[src/bcp_pkg.sv]
// Package for the six-step block-commutation PWM controller.
// Assumes a 200 MHz system clock and an APB register port with 32-bit data.
package bcp_pkg;

  // Clock and timing
  localparam int CLK_HZ = 200_000_000;
  localparam int CLK_MHZ = CLK_HZ / 1_000_000;
  localparam int PWM_FREQ_HZ = 24_000;
  localparam int PWM_PERIOD_CYC = CLK_HZ / PWM_FREQ_HZ;
  localparam int DEAD_TIME_NS = 500;
  localparam int DEAD_TIME_CYC = (DEAD_TIME_NS * CLK_MHZ + 999) / 1000;
  localparam int BLANK_NS = 2000;
  localparam int BLANK_CYC = (BLANK_NS * CLK_MHZ + 999) / 1000;
  localparam int STARTUP_STEP_US = 5000;
  localparam int STARTUP_STEP_CYC = STARTUP_STEP_US * CLK_MHZ;

  // Commutation sequence
  localparam int NUM_STEPS = 6;
  localparam logic [2:0] LAST_STEP = 3'h5;

  // Register byte offsets
  localparam logic [7:0] OFS_CTRL = 8'h00;
  localparam logic [7:0] OFS_PERIOD = 8'h04;
  localparam logic [7:0] OFS_DUTY = 8'h08;
  localparam logic [7:0] OFS_DEAD = 8'h0c;
  localparam logic [7:0] OFS_BLANK = 8'h10;
  localparam logic [7:0] OFS_STARTUP = 8'h14;
  localparam logic [7:0] OFS_STATUS = 8'h18;
  localparam logic [7:0] OFS_INTERVAL = 8'h1c;

  // Control register fields
  localparam int CTRL_EN_BIT = 0;
  localparam int CTRL_MODE_LSB = 1;
  localparam int CTRL_MODE_W = 3;
  localparam int CTRL_STEP_BIT = 4;

  // Status register fields
  localparam int STAT_STEP_LSB = 0;
  localparam int STAT_RUN_BIT = 3;
  localparam int STAT_LOCK_BIT = 4;

  // Reset values
  localparam logic [15:0] DUTY_RST = 16'h0000;

  // Modulation schemes
  localparam logic [2:0] MODE_HIGH = 3'h0;
  localparam logic [2:0] MODE_LOW = 3'h1;
  localparam logic [2:0] MODE_CMP_HIGH = 3'h2;
  localparam logic [2:0] MODE_CMP_LOW = 3'h3;
  localparam logic [2:0] MODE_MIXED = 3'h4;
  localparam logic [2:0] MODE_RST = MODE_HIGH;

  // Gate bundle: bit 0 phase A, bit 1 phase B, bit 2 phase C
  typedef struct packed {
    logic [2:0] hi;
    logic [2:0] lo;
  } bcp_gate_type;

  localparam bcp_gate_type GATES_OFF = '{hi: 3'h0, lo: 3'h0};

endpackage : bcp_pkg

[src/bcp_commutator.sv]
// Six-step sensorless commutation controller with APB registers.
// Assumes synchronous comparator inputs and an external gate driver bridge.
// Summary of operation
// - Step commutation state 0..5 in order, once per 60 degrees of rotor angle.
// - States 0-2 drive C-high/B-low, A-high/B-low, A-high/C-low; others off.
// - States 3-5 drive B-high/C-low, B-high/A-low, C-high/A-low; others off.
// - Each phase conducts 120 degrees; two phases driven, third left open.
// - Speed set by modulating high or low switch, scheme chosen by software.
// - High-side mode: only high gate modulated, low gate held on.
// - Low-side mode: only low gate modulated, high gate held on.
// - Complementary modes drive opposite switch of same leg with dead time.
// - Mixed mode alternates high and low modulation, one modulated gate at once.
// - Commutation timing comes from open-phase back-EMF zero crossing.
// - Commutate 30 electrical degrees after the detected crossing.
// - Open-phase sense is unreliable at start of each PWM off interval.
// - Crossing is a polarity change of open-terminal versus neutral comparator.
// - No crossing accepted while open-terminal current flows early in off time.
//
// The APB interface to the registers and the placing of the registers were left to the implementer.
`timescale 1ns/1ps
module bcp_commutator
  import bcp_pkg::*;
#(
  parameter int PWM_W = 16,
  parameter int CNT_W = 24,
  parameter int PWM_PERIOD_DEF = PWM_PERIOD_CYC,
  parameter int STARTUP_DEF = STARTUP_STEP_CYC
) (
  input wire logic CLK_I,
  input wire logic RST_I,
  input wire logic PSEL_I,
  input wire logic PENABLE_I,
  input wire logic PWRITE_I,
  input wire logic [7:0] PADDR_I,
  input wire logic [31:0] PWDATA_I,
  output logic [31:0] PRDATA_O,
  output logic PREADY_O,
  output logic PSLVERR_O,
  input wire logic [2:0] BEMF_CMP_I,
  output logic PHASE_A_HIGH_GATE_O,
  output logic PHASE_B_HIGH_GATE_O,
  output logic PHASE_C_HIGH_GATE_O,
  output logic PHASE_A_LOW_GATE_O,
  output logic PHASE_B_LOW_GATE_O,
  output logic PHASE_C_LOW_GATE_O
);
  initial begin
    if (PWM_W < 8 || PWM_W > 24 || CNT_W < 8 || CNT_W > 31) begin
      $error("bcp_commutator: unsupported widths");
    end
    if (PWM_PERIOD_DEF < 2 || PWM_PERIOD_DEF >= (1 << PWM_W)) begin
      $error("bcp_commutator: PWM period default out of range");
    end
    if (STARTUP_DEF < 2 || STARTUP_DEF >= (1 << CNT_W)) begin
      $error("bcp_commutator: startup step default out of range");
    end
  end

  typedef enum logic [1:0] {ST_IDLE, ST_WAIT_ZC, ST_DELAY} bcp_run_type;

  // Conducting phases per step, 0 = A, 1 = B, 2 = C
  localparam logic [1:0] HI_PHASE [0:5] = '{2'h2, 2'h0, 2'h0, 2'h1, 2'h1, 2'h2};
  localparam logic [1:0] LO_PHASE [0:5] = '{2'h1, 2'h1, 2'h2, 2'h2, 2'h0, 2'h0};

  // Registers
  logic en_r;
  logic [2:0] mode_r;
  logic [PWM_W-1:0] period_r;
  logic [PWM_W-1:0] duty_r;
  logic [7:0] dead_r;
  logic [15:0] blank_r;
  logic [CNT_W-1:0] startup_r;
  logic [CNT_W-1:0] interval_r;
  logic lock_r;
  logic step_req_r;
  bcp_run_type run_r;
  logic [2:0] step_r;
  logic [CNT_W-1:0] since_zc_r;
  logic [CNT_W-1:0] delay_r;
  logic [15:0] blank_cnt_r;
  logic prev_cmp_r;
  logic prev_ok_r;
  bcp_gate_type gate_r;

  // APB decode
  wire logic setup = PSEL_I && !PENABLE_I;
  wire logic wr_en = PSEL_I && PENABLE_I && PREADY_O && PWRITE_I;
  wire logic hit_ctrl = PADDR_I == OFS_CTRL;
  wire logic hit_period = PADDR_I == OFS_PERIOD;
  wire logic hit_duty = PADDR_I == OFS_DUTY;
  wire logic hit_dead = PADDR_I == OFS_DEAD;
  wire logic hit_blank = PADDR_I == OFS_BLANK;
  wire logic hit_startup = PADDR_I == OFS_STARTUP;
  wire logic hit_status = PADDR_I == OFS_STATUS;
  wire logic hit_interval = PADDR_I == OFS_INTERVAL;
  wire logic hit_any = hit_ctrl || hit_period || hit_duty || hit_dead || hit_blank
                    || hit_startup || hit_status || hit_interval;
  wire logic [31:0] ctrl_rd = {27'h0, 1'b0, mode_r, en_r};
  wire logic [31:0] status_rd = {27'h0, lock_r, run_r != ST_IDLE, step_r};
  wire logic [31:0] rd_data =
      hit_ctrl ? ctrl_rd :
      hit_period ? 32'(period_r) :
      hit_duty ? 32'(duty_r) :
      hit_dead ? {24'h0, dead_r} :
      hit_blank ? {16'h0, blank_r} :
      hit_startup ? 32'(startup_r) :
      hit_status ? status_rd :
      hit_interval ? 32'(interval_r) : 32'h0;

  always_ff @(posedge CLK_I) begin
    if (RST_I) begin
      PREADY_O <= 1'b0;
      PSLVERR_O <= 1'b0;
      PRDATA_O <= 32'h0;
    end else begin
      PREADY_O <= setup;
      PSLVERR_O <= setup && !hit_any;
      PRDATA_O <= (setup && !PWRITE_I) ? rd_data : 32'h0;
    end
  end

  always_ff @(posedge CLK_I) begin
    if (RST_I) begin
      en_r <= 1'b0;
      mode_r <= MODE_RST;
      period_r <= PWM_W'(PWM_PERIOD_DEF);
      duty_r <= PWM_W'(DUTY_RST);
      dead_r <= 8'(DEAD_TIME_CYC);
      blank_r <= 16'(BLANK_CYC);
      startup_r <= CNT_W'(STARTUP_DEF);
      step_req_r <= 1'b0;
    end else begin
      step_req_r <= wr_en && hit_ctrl && PWDATA_I[CTRL_STEP_BIT];
      if (wr_en && hit_ctrl) begin
        en_r <= PWDATA_I[CTRL_EN_BIT];
        mode_r <= PWDATA_I[CTRL_MODE_LSB +: CTRL_MODE_W];
      end
      if (wr_en && hit_period) period_r <= PWDATA_I[PWM_W-1:0];
      if (wr_en && hit_duty) duty_r <= PWDATA_I[PWM_W-1:0];
      if (wr_en && hit_dead) dead_r <= PWDATA_I[7:0];
      if (wr_en && hit_blank) blank_r <= PWDATA_I[15:0];
      if (wr_en && hit_startup) startup_r <= PWDATA_I[CNT_W-1:0];
    end
  end

  // PWM carrier
  wire logic running = run_r != ST_IDLE;
  logic pwm_main;
  logic pwm_comp;
  logic pwm_off_start;

  bcp_pwm_gen #(.W(PWM_W), .DW(8)) u_pwm (
    .clk_i(CLK_I),
    .rst_i(RST_I),
    .en_i(running),
    .period_i(period_r),
    .duty_i(duty_r),
    .dead_i(dead_r),
    .main_o(pwm_main),
    .comp_o(pwm_comp),
    .off_start_o(pwm_off_start)
  );

  // Zero-crossing detection on the open phase
  wire logic [1:0] hi_ph = HI_PHASE[step_r];
  wire logic [1:0] lo_ph = LO_PHASE[step_r];
  wire logic [1:0] open_ph = 2'(2'h3 - hi_ph - lo_ph);
  wire logic cmp_open = BEMF_CMP_I[open_ph];
  wire logic cmp_rise = !step_r[0];
  wire logic blanked = pwm_off_start || blank_cnt_r != 16'h0;
  wire logic sample_ok = running && !blanked;
  wire logic zc_ok = sample_ok && run_r == ST_WAIT_ZC && prev_ok_r
                   && prev_cmp_r != cmp_rise && cmp_open == cmp_rise;
  wire logic timeout = run_r == ST_WAIT_ZC && since_zc_r >= startup_r - CNT_W'(1);
  wire logic delay_done = run_r == ST_DELAY && delay_r == '0;
  wire logic commutate = running && en_r && (step_req_r || timeout || delay_done);
  wire logic [2:0] step_nxt = step_r == LAST_STEP ? 3'h0 : step_r + 3'h1;

  always_ff @(posedge CLK_I) begin
    if (RST_I) begin
      blank_cnt_r <= 16'h0;
      prev_cmp_r <= 1'b0;
      prev_ok_r <= 1'b0;
    end else begin
      blank_cnt_r <= pwm_off_start ? blank_r
                   : (blank_cnt_r != 16'h0 ? blank_cnt_r - 16'h1 : blank_cnt_r);
      if (commutate || !running) begin
        prev_ok_r <= 1'b0;
      end else if (sample_ok) begin
        prev_ok_r <= 1'b1;
        prev_cmp_r <= cmp_open;
      end
    end
  end

  // Commutation sequencer
  always_ff @(posedge CLK_I) begin
    if (RST_I) begin
      run_r <= ST_IDLE;
      step_r <= 3'h0;
      since_zc_r <= '0;
      delay_r <= '0;
      interval_r <= '0;
      lock_r <= 1'b0;
    end else if (!en_r) begin
      run_r <= ST_IDLE;
      step_r <= 3'h0;
    end else begin
      unique case (run_r)
        ST_IDLE: begin
          run_r <= ST_WAIT_ZC;
          step_r <= 3'h0;
          since_zc_r <= '0;
          lock_r <= 1'b0;
        end
        ST_WAIT_ZC: begin
          since_zc_r <= since_zc_r + CNT_W'(1);
          if (commutate) begin
            step_r <= step_nxt;
            since_zc_r <= '0;
          end else if (zc_ok) begin
            interval_r <= since_zc_r;
            delay_r <= since_zc_r >> 1;
            since_zc_r <= '0;
            lock_r <= 1'b1;
            run_r <= ST_DELAY;
          end
        end
        ST_DELAY: begin
          since_zc_r <= since_zc_r + CNT_W'(1);
          delay_r <= delay_r - CNT_W'(1);
          if (commutate) begin
            step_r <= step_nxt;
            run_r <= ST_WAIT_ZC;
          end
        end
      endcase
    end
  end

  // Gate pattern
  wire logic mode_ok = mode_r <= MODE_MIXED;
  wire logic mod_high = mode_r == MODE_HIGH || mode_r == MODE_CMP_HIGH
                     || (mode_r == MODE_MIXED && !step_r[0]);
  wire logic comp_mode = mode_r == MODE_CMP_HIGH || mode_r == MODE_CMP_LOW;
  wire logic hi_on = mod_high ? pwm_main : 1'b1;
  wire logic lo_on = mod_high ? 1'b1 : pwm_main;
  wire logic [2:0] hi_sel = 3'(3'h1 << hi_ph);
  wire logic [2:0] lo_sel = 3'(3'h1 << lo_ph);
  wire logic [2:0] hi_comp = (comp_mode && !mod_high && pwm_comp) ? lo_sel : 3'h0;
  wire logic [2:0] lo_comp = (comp_mode && mod_high && pwm_comp) ? hi_sel : 3'h0;
  wire bcp_gate_type gate_nxt = (running && en_r && mode_ok)
      ? '{hi: (hi_on ? hi_sel : 3'h0) | hi_comp, lo: (lo_on ? lo_sel : 3'h0) | lo_comp}
      : GATES_OFF;

  always_ff @(posedge CLK_I) begin
    if (RST_I) begin
      gate_r <= GATES_OFF;
    end else begin
      gate_r <= gate_nxt;
    end
  end

  assign PHASE_A_HIGH_GATE_O = gate_r.hi[0];
  assign PHASE_B_HIGH_GATE_O = gate_r.hi[1];
  assign PHASE_C_HIGH_GATE_O = gate_r.hi[2];
  assign PHASE_A_LOW_GATE_O = gate_r.lo[0];
  assign PHASE_B_LOW_GATE_O = gate_r.lo[1];
  assign PHASE_C_LOW_GATE_O = gate_r.lo[2];

  // Checks
  property p_step_order;
    @(posedge CLK_I) disable iff (RST_I)
      (running && en_r && commutate) |=> (step_r == ($past(step_r) == LAST_STEP ? 3'h0
                                                    : $past(step_r) + 3'h1));
  endproperty
  a_step_order: assert property (p_step_order) else $error("Step order broken");

  property p_state0;
    @(posedge CLK_I) disable iff (RST_I)
      (gate_nxt != GATES_OFF && step_r == 3'h0 && mode_r == MODE_HIGH)
        |=> (gate_r.lo == 3'h2 && (gate_r.hi & 3'h3) == 3'h0);
  endproperty
  a_state0: assert property (p_state0) else $error("State 0 gate pattern wrong");

  property p_state3;
    @(posedge CLK_I) disable iff (RST_I)
      (gate_nxt != GATES_OFF && step_r == 3'h3 && mode_r == MODE_LOW)
        |=> (gate_r.hi == 3'h2 && (gate_r.lo & 3'h3) == 3'h0);
  endproperty
  a_state3: assert property (p_state3) else $error("State 3 gate pattern wrong");

  property p_two_phases;
    @(posedge CLK_I) disable iff (RST_I)
      !comp_mode |-> ##1 ($onehot0(gate_r.hi) && $onehot0(gate_r.lo)
                          && (gate_r.hi & gate_r.lo) == 3'h0);
  endproperty
  a_two_phases: assert property (p_two_phases) else $error("More than two phases driven");

  property p_high_mode;
    @(posedge CLK_I) disable iff (RST_I)
      (running && en_r && mode_r == MODE_HIGH && $stable(step_r)) |=> (gate_r.lo == $past(lo_sel));
  endproperty
  a_high_mode: assert property (p_high_mode) else $error("Low gate not held in high mode");

  property p_low_mode;
    @(posedge CLK_I) disable iff (RST_I)
      (running && en_r && mode_r == MODE_LOW && $stable(step_r)) |=> (gate_r.hi == $past(hi_sel));
  endproperty
  a_low_mode: assert property (p_low_mode) else $error("High gate not held in low mode");

  property p_no_shoot;
    @(posedge CLK_I) disable iff (RST_I) (gate_r.hi & gate_r.lo) == 3'h0;
  endproperty
  a_no_shoot: assert property (p_no_shoot) else $error("Both switches of one leg on");

  property p_mixed;
    @(posedge CLK_I) disable iff (RST_I)
      (running && en_r && mode_r == MODE_MIXED && step_r[0]) |=> (gate_r.hi == $past(hi_sel));
  endproperty
  a_mixed: assert property (p_mixed) else $error("Mixed mode odd step not low-modulated");

  property p_delay_half;
    @(posedge CLK_I) disable iff (RST_I)
      (zc_ok && !commutate && en_r) |=> (run_r == ST_DELAY && delay_r == ($past(since_zc_r) >> 1));
  endproperty
  a_delay_half: assert property (p_delay_half) else $error("30 degree delay wrong");

  property p_blank;
    @(posedge CLK_I) disable iff (RST_I) pwm_off_start |-> !zc_ok;
  endproperty
  a_blank: assert property (p_blank) else $error("Crossing accepted during blanking");

  property p_off_idle;
    @(posedge CLK_I) disable iff (RST_I) !en_r |=> ##1 (gate_r == GATES_OFF);
  endproperty
  a_off_idle: assert property (p_off_idle) else $error("Gates on while disabled");

endmodule : bcp_commutator

[src/bcp_pwm_gen.sv]
// PWM carrier with dead-timed main and complementary outputs.
// Assumes period and duty are held steady by software between updates.
`timescale 1ns/1ps
module bcp_pwm_gen #(
  parameter int W = 16,
  parameter int DW = 8
) (
  input wire logic clk_i,
  input wire logic rst_i,
  input wire logic en_i,
  input wire logic [W-1:0] period_i,
  input wire logic [W-1:0] duty_i,
  input wire logic [DW-1:0] dead_i,
  output logic main_o,
  output logic comp_o,
  output logic off_start_o
);
  initial begin
    if (W < 4 || W > 24 || DW < 1 || DW > W) begin
      $error("bcp_pwm_gen: unsupported widths");
    end
  end

  logic [W-1:0] cnt_r;
  logic [DW-1:0] dead_r;
  logic raw_r;
  wire logic wrap = (cnt_r >= period_i - W'(1));
  wire logic raw_nxt = en_i && (cnt_r < duty_i);
  wire logic edge_seen = raw_nxt != raw_r;

  always_ff @(posedge clk_i) begin
    if (rst_i || !en_i) begin
      cnt_r <= '0;
      raw_r <= 1'b0;
      dead_r <= '0;
      main_o <= 1'b0;
      comp_o <= 1'b0;
      off_start_o <= 1'b0;
    end else begin
      cnt_r <= wrap ? '0 : cnt_r + W'(1);
      raw_r <= raw_nxt;
      dead_r <= edge_seen ? dead_i : (dead_r != '0 ? dead_r - DW'(1) : dead_r);
      main_o <= raw_nxt && !edge_seen && dead_r == '0;
      comp_o <= !raw_nxt && !edge_seen && dead_r == '0;
      off_start_o <= raw_r && !raw_nxt;
    end
  end

  property p_no_overlap;
    @(posedge clk_i) disable iff (rst_i) !(main_o && comp_o);
  endproperty
  a_no_overlap: assert property (p_no_overlap) else $error("PWM main and complement overlap");

endmodule : bcp_pwm_gen

[config.mk]
export PLATFORM = sky130hd
export DESIGN_NAME = bcp_commutator
export DESIGN_NICKNAME = d
export VERILOG_FILES = /design/src/bcp_pkg.sv /design/src/bcp_commutator.sv /design/src/bcp_pwm_gen.sv
export SDC_FILE = /design/constraint.sdc
export NUM_CORES = 1
export LEC_CHECK = 0
export BUFFER_PORTS_ARGS = -buffer_cell sky130_fd_sc_hd__buf_2
export CAP_MARGIN = 20
export CORE_MARGIN = 2
export CORE_UTILIZATION = 55
export DETAILED_ROUTE_END_ITERATION = 10
export PLACE_DENSITY = 0.76
export SLEW_MARGIN = 25
export SYNTH_ARGS = -nofsm -noshare
export SYNTH_HDL_FRONTEND = slang
export SYNTH_SLANG_ARGS = --single-unit
[constraint.sdc]
create_clock -name CLK_I -period 4.24 [get_ports CLK_I]
set_input_delay 0.636 -clock CLK_I [delete_from_list [all_inputs] [get_ports CLK_I]]
set_output_delay 0.636 -clock CLK_I [all_outputs]
set_load 0.02 [all_outputs]
==> results.json <==
{
  "outcome": "complete, but fails checks",
  "failed_checks": "setup timing",
  "power.density_mw_per_mm2": 347.8,
  "fin_setup_tns_ns": -0.03422,
  "syn_inst": 1619,
  "cpPeakStageDelay_ns": 0.57,
  "seq_area_frac_synth_pct": 37.45,
  "synth_edf_count": 0,
  "dpl.hpwl_mm": 25.80,
  "tightestPinTransition_ns": 1.003,
  "hp-class": "primary input to flop",
  "nFillCells": 1936,
  "grt_pass1_wl_mm": 58.92,
  "viasPerCell": 6.074,
  "initial_core_util_pct": 55.38,
  "firstDrtPassIters": 6,
  "whs_ns": 0.3297,
  "areaGrowthSynthToFinish_pct": 17.13,
  "seq_power_share_pct": 45.1,
  "synth_most_common_cell": "nand2_1",
  "drc_errors": 0,
  "io_pins": 88,
  "worst_r2r_path_depth": 19,
  "worst_slack_ns": -0.03406,
  "routabilityCongestion": 0.9261,
  "cp_max_fo": 6,
  "ys_ff_latch": 241,
  "cpMostUsedCell": "nor4_4",
  "cp_top_family": "simple AND/OR/NAND/NOR gates",
  "die_w_um": 157.1,
  "die_y_um": 157.1,
  "fin_skew_ns": 0.01569,
  "switching_share_pct": 24.88,
  "clkLatencyLatePin_ns": 0.53,
  "rsz0062_at_grt": "yes",
  "grt_pass1_vias": 11490,
  "cts_hold_buffers": 0,
  "combinationalPowerShare_pct": 10.3,
  "clk_path_buf_depth": 3,
  "reg2reg_slack_ns": -0.03,
  "antenna_found_initial": 0,
  "nNetsFinal": 1814,
  "core_area_sq_mm": 0.02326,
  "die_area_sq_mm": 0.02466,
  "grt_max_degree": 60,
  "period_needed_ns": 4.274,
  "path_cells": "or4_4 > nor4_4 > buf_4 > nand3b_1 > nand2b_4 > nor4_4 > xnor2_1 > ha_1 > and4_1 > a221oi_2 > buf_4 > o32ai_4 > a21o_2 > buf_6 > nor4_4 > buf_6 > clkbuf_16 > mux2i_1 > nor2_1",
  "switching_power_w": 0.001306,
  "start_kind": "flop",
  "peakVddDrop_mv": 0.3810,
  "synth_cell_type_count": 85,
  "synth_warnings": 0,
  "finalHoldViolCount": 0,
  "clock-sinks": 241,
  "grt_usage_pct": 29.43,
  "min_to": "startup_r[18]",
  "drt-wirelength-per-cell_um": 18.36,
  "p_int_w": 0.003943,
  "netlist_area_sq_mm": 0.01288,
  "clkPwrFrac_pct": 44.6,
  "rr_startpoint": "startup_r[5]",
  "htreeDepth": 1,
  "synthArstFlopShare_pct": 0,
  "ys_top_cells_by_area": "dfxtp_1, nand2_1, a21oi_1",
  "worstPathArrival_ns": 4.67,
  "rows": 56,
  "slew_headroom_pct": 33.11,
  "crit_slowest_cell": "or4_4",
  "hold_depth": 3,
  "synth_top_cell_area_share_pct": 37.45,
  "maxCapViolCount": 0,
  "dp_slack_ns": -0.3480,
  "drt_iter0_markers": 1119,
  "postSynthAreaPerCell_sq_um": 7.958,
  "wl_mm": 37.34,
  "cts_root_buf": "clkbuf_16",
  "cp.depth": 19,
  "synth_top_area_cell": "dfxtp_1",
  "fin_total_pwr_w": 0.005249,
  "critical_path_required_ns": 4.64,
  "io_buffers": 71,
  "num_antenna_cells": 0,
  "r2r_end": "interval_r[6]",
  "crit_buf_inv": 5,
  "worstHoldStart": "PWDATA_I[18]",
  "fin_crit_sh_pct": 100.8,
  "final-max-slew-violation-count": 0,
  "p_leak_nw": 5.693,
  "setup_viol": 2,
  "ant_nets": 0,
  "fin_util_pct": 64.87,
  "cts_tree": "yes",
  "yosys-top-cells-count": "nand2_1, dfxtp_1, a21oi_1",
  "vias": 12350,
  "clk_pin_slew_worst_paths_ns": 0.06,
  "critPathKind": "flop to flop",
  "grt-ovfl-total": 0,
  "crit_path_end_kind": "flop",
  "ys_dominant_reg_cell": "dfxtp_1",
  "numCtsBuffers": 26,
  "fmax_ghz": 0.2340,
  "drive_gt1_share_pct": 14.64
}
[final cells by class]
cell class / instances / area [sq um] / area share (%)
Multi-Input combinational cell: 1239 / 7797 / 51.67
Tap cell: 319 / 399.1 / 2.645
Inverter: 54 / 202.7 / 1.343
Timing Repair Buffer: 134 / 972.2 / 6.442
Sequential cell: 241 / 4826 / 31.98
Clock buffer: 41 / 808.3 / 5.356
Clock inverter: 6 / 85.08 / 0.5638
[worst min-delay path, cell delays in order]
cell and delay, ns:
buf_2 0.08, nand2_1 0.04, nand3_1 0.07
[registers in the layout, summed over array words and instances (netlist names), 2 cells and up]
signal,flops
mode_r,3
blank_r,16
since_zc_r,24
delay_r,24
u_pwm.dead_r,8
duty_r,16
step_r,3
startup_r,24
period_r,16
u_pwm.cnt_r,16
PRDATA_O,24
run_r,2
dead_r,8
blank_cnt_r,16
interval_r,24
[cells by family after synthesis]
family / share of synthesized area [%]
AO/OA/AOI/OAI: 18.02
XOR/XNOR: 4.215
buffers and inverters: 4.632
other: 0.02911
adder cells (fa/ha/maj): 6.798
flip-flops: 37.45
AND/OR/NAND/NOR: 24.57
multiplexers: 4.283
[layer usage]
metal  wire length (um)  track usage [%]  vias up  part of all wire, %
met5                  0                0        -                    0
li1                   -                -     5881                    -
met1              15880            39.76     5849                   43
met2              17470            49.06      552                   47
met3               3136            4.378       72                  8.4
met4                852            8.398        0                  2.3
[cell usage in the layout (no fill, tap or decap), drive strengths merged, types with 8 or more instances in the layout]
master,count
a21oi,183
and3,14
a31oi,12
o21ai,57
a22oi,27
clkbuf,44
nand2,260
o211ai,12
nor3b,16
nand3b,9
xor2,21
nor2,155
conb,8
or4,9
inv,52
nand3,51
buf,131
xnor2,41
dfxtp,241
nand2b,9
a21o,18
or3,20
nor4,27
ha,70
mux2i,45
nand4,14
nor3,47
and2,9
[power groups by stage]
stage | Clock, W | Sequential (W) | Combinational [W]
after floorplan | 0 | 0.00240 | 0.000383
after global placement | 0 | 0.00241 | 0.000504
after detailed placement | 0 | 0.00241 | 0.000518
after CTS | 0.00236 | 0.00237 | 0.000522
after global routing | 0.00246 | 0.00238 | 0.000592
final | 0.00234 | 0.00237 | 0.000539
[through the flow]
stage               std cells  area, sq um
floorplan                1626        12910
detailed placement       1974        13680
global route             2034        15090
CTS                      2024        14710
finish                   2034        15090
global placement         1974        13680
[timing repair]
action                                 in CTS  in global routing
pin swaps                                  14                 36
endpoints found under the hold margin       0                  0
cloned                                      0                  5
resized for setup                          22                 69
setup endpoints to repair                  75                 75
setup buffers                               3                  5
[worst max-delay path by stage]
stage	slack, ns	start	to
finish	-0.03	startup_r[5]	interval_r[6]
global route	-0.21	startup_r[5]	interval_r[6]
CTS	-0.04	startup_r[5]	since_zc_r[0]
detailed placement	-0.35	startup_r[2]	delay_r[15]
global placement	-0.13	startup_r[2]	delay_r[17]
floorplan	0.03	startup_r[2]	interval_r[4]
Note: power is estimated with default switching activity, not from simulation.
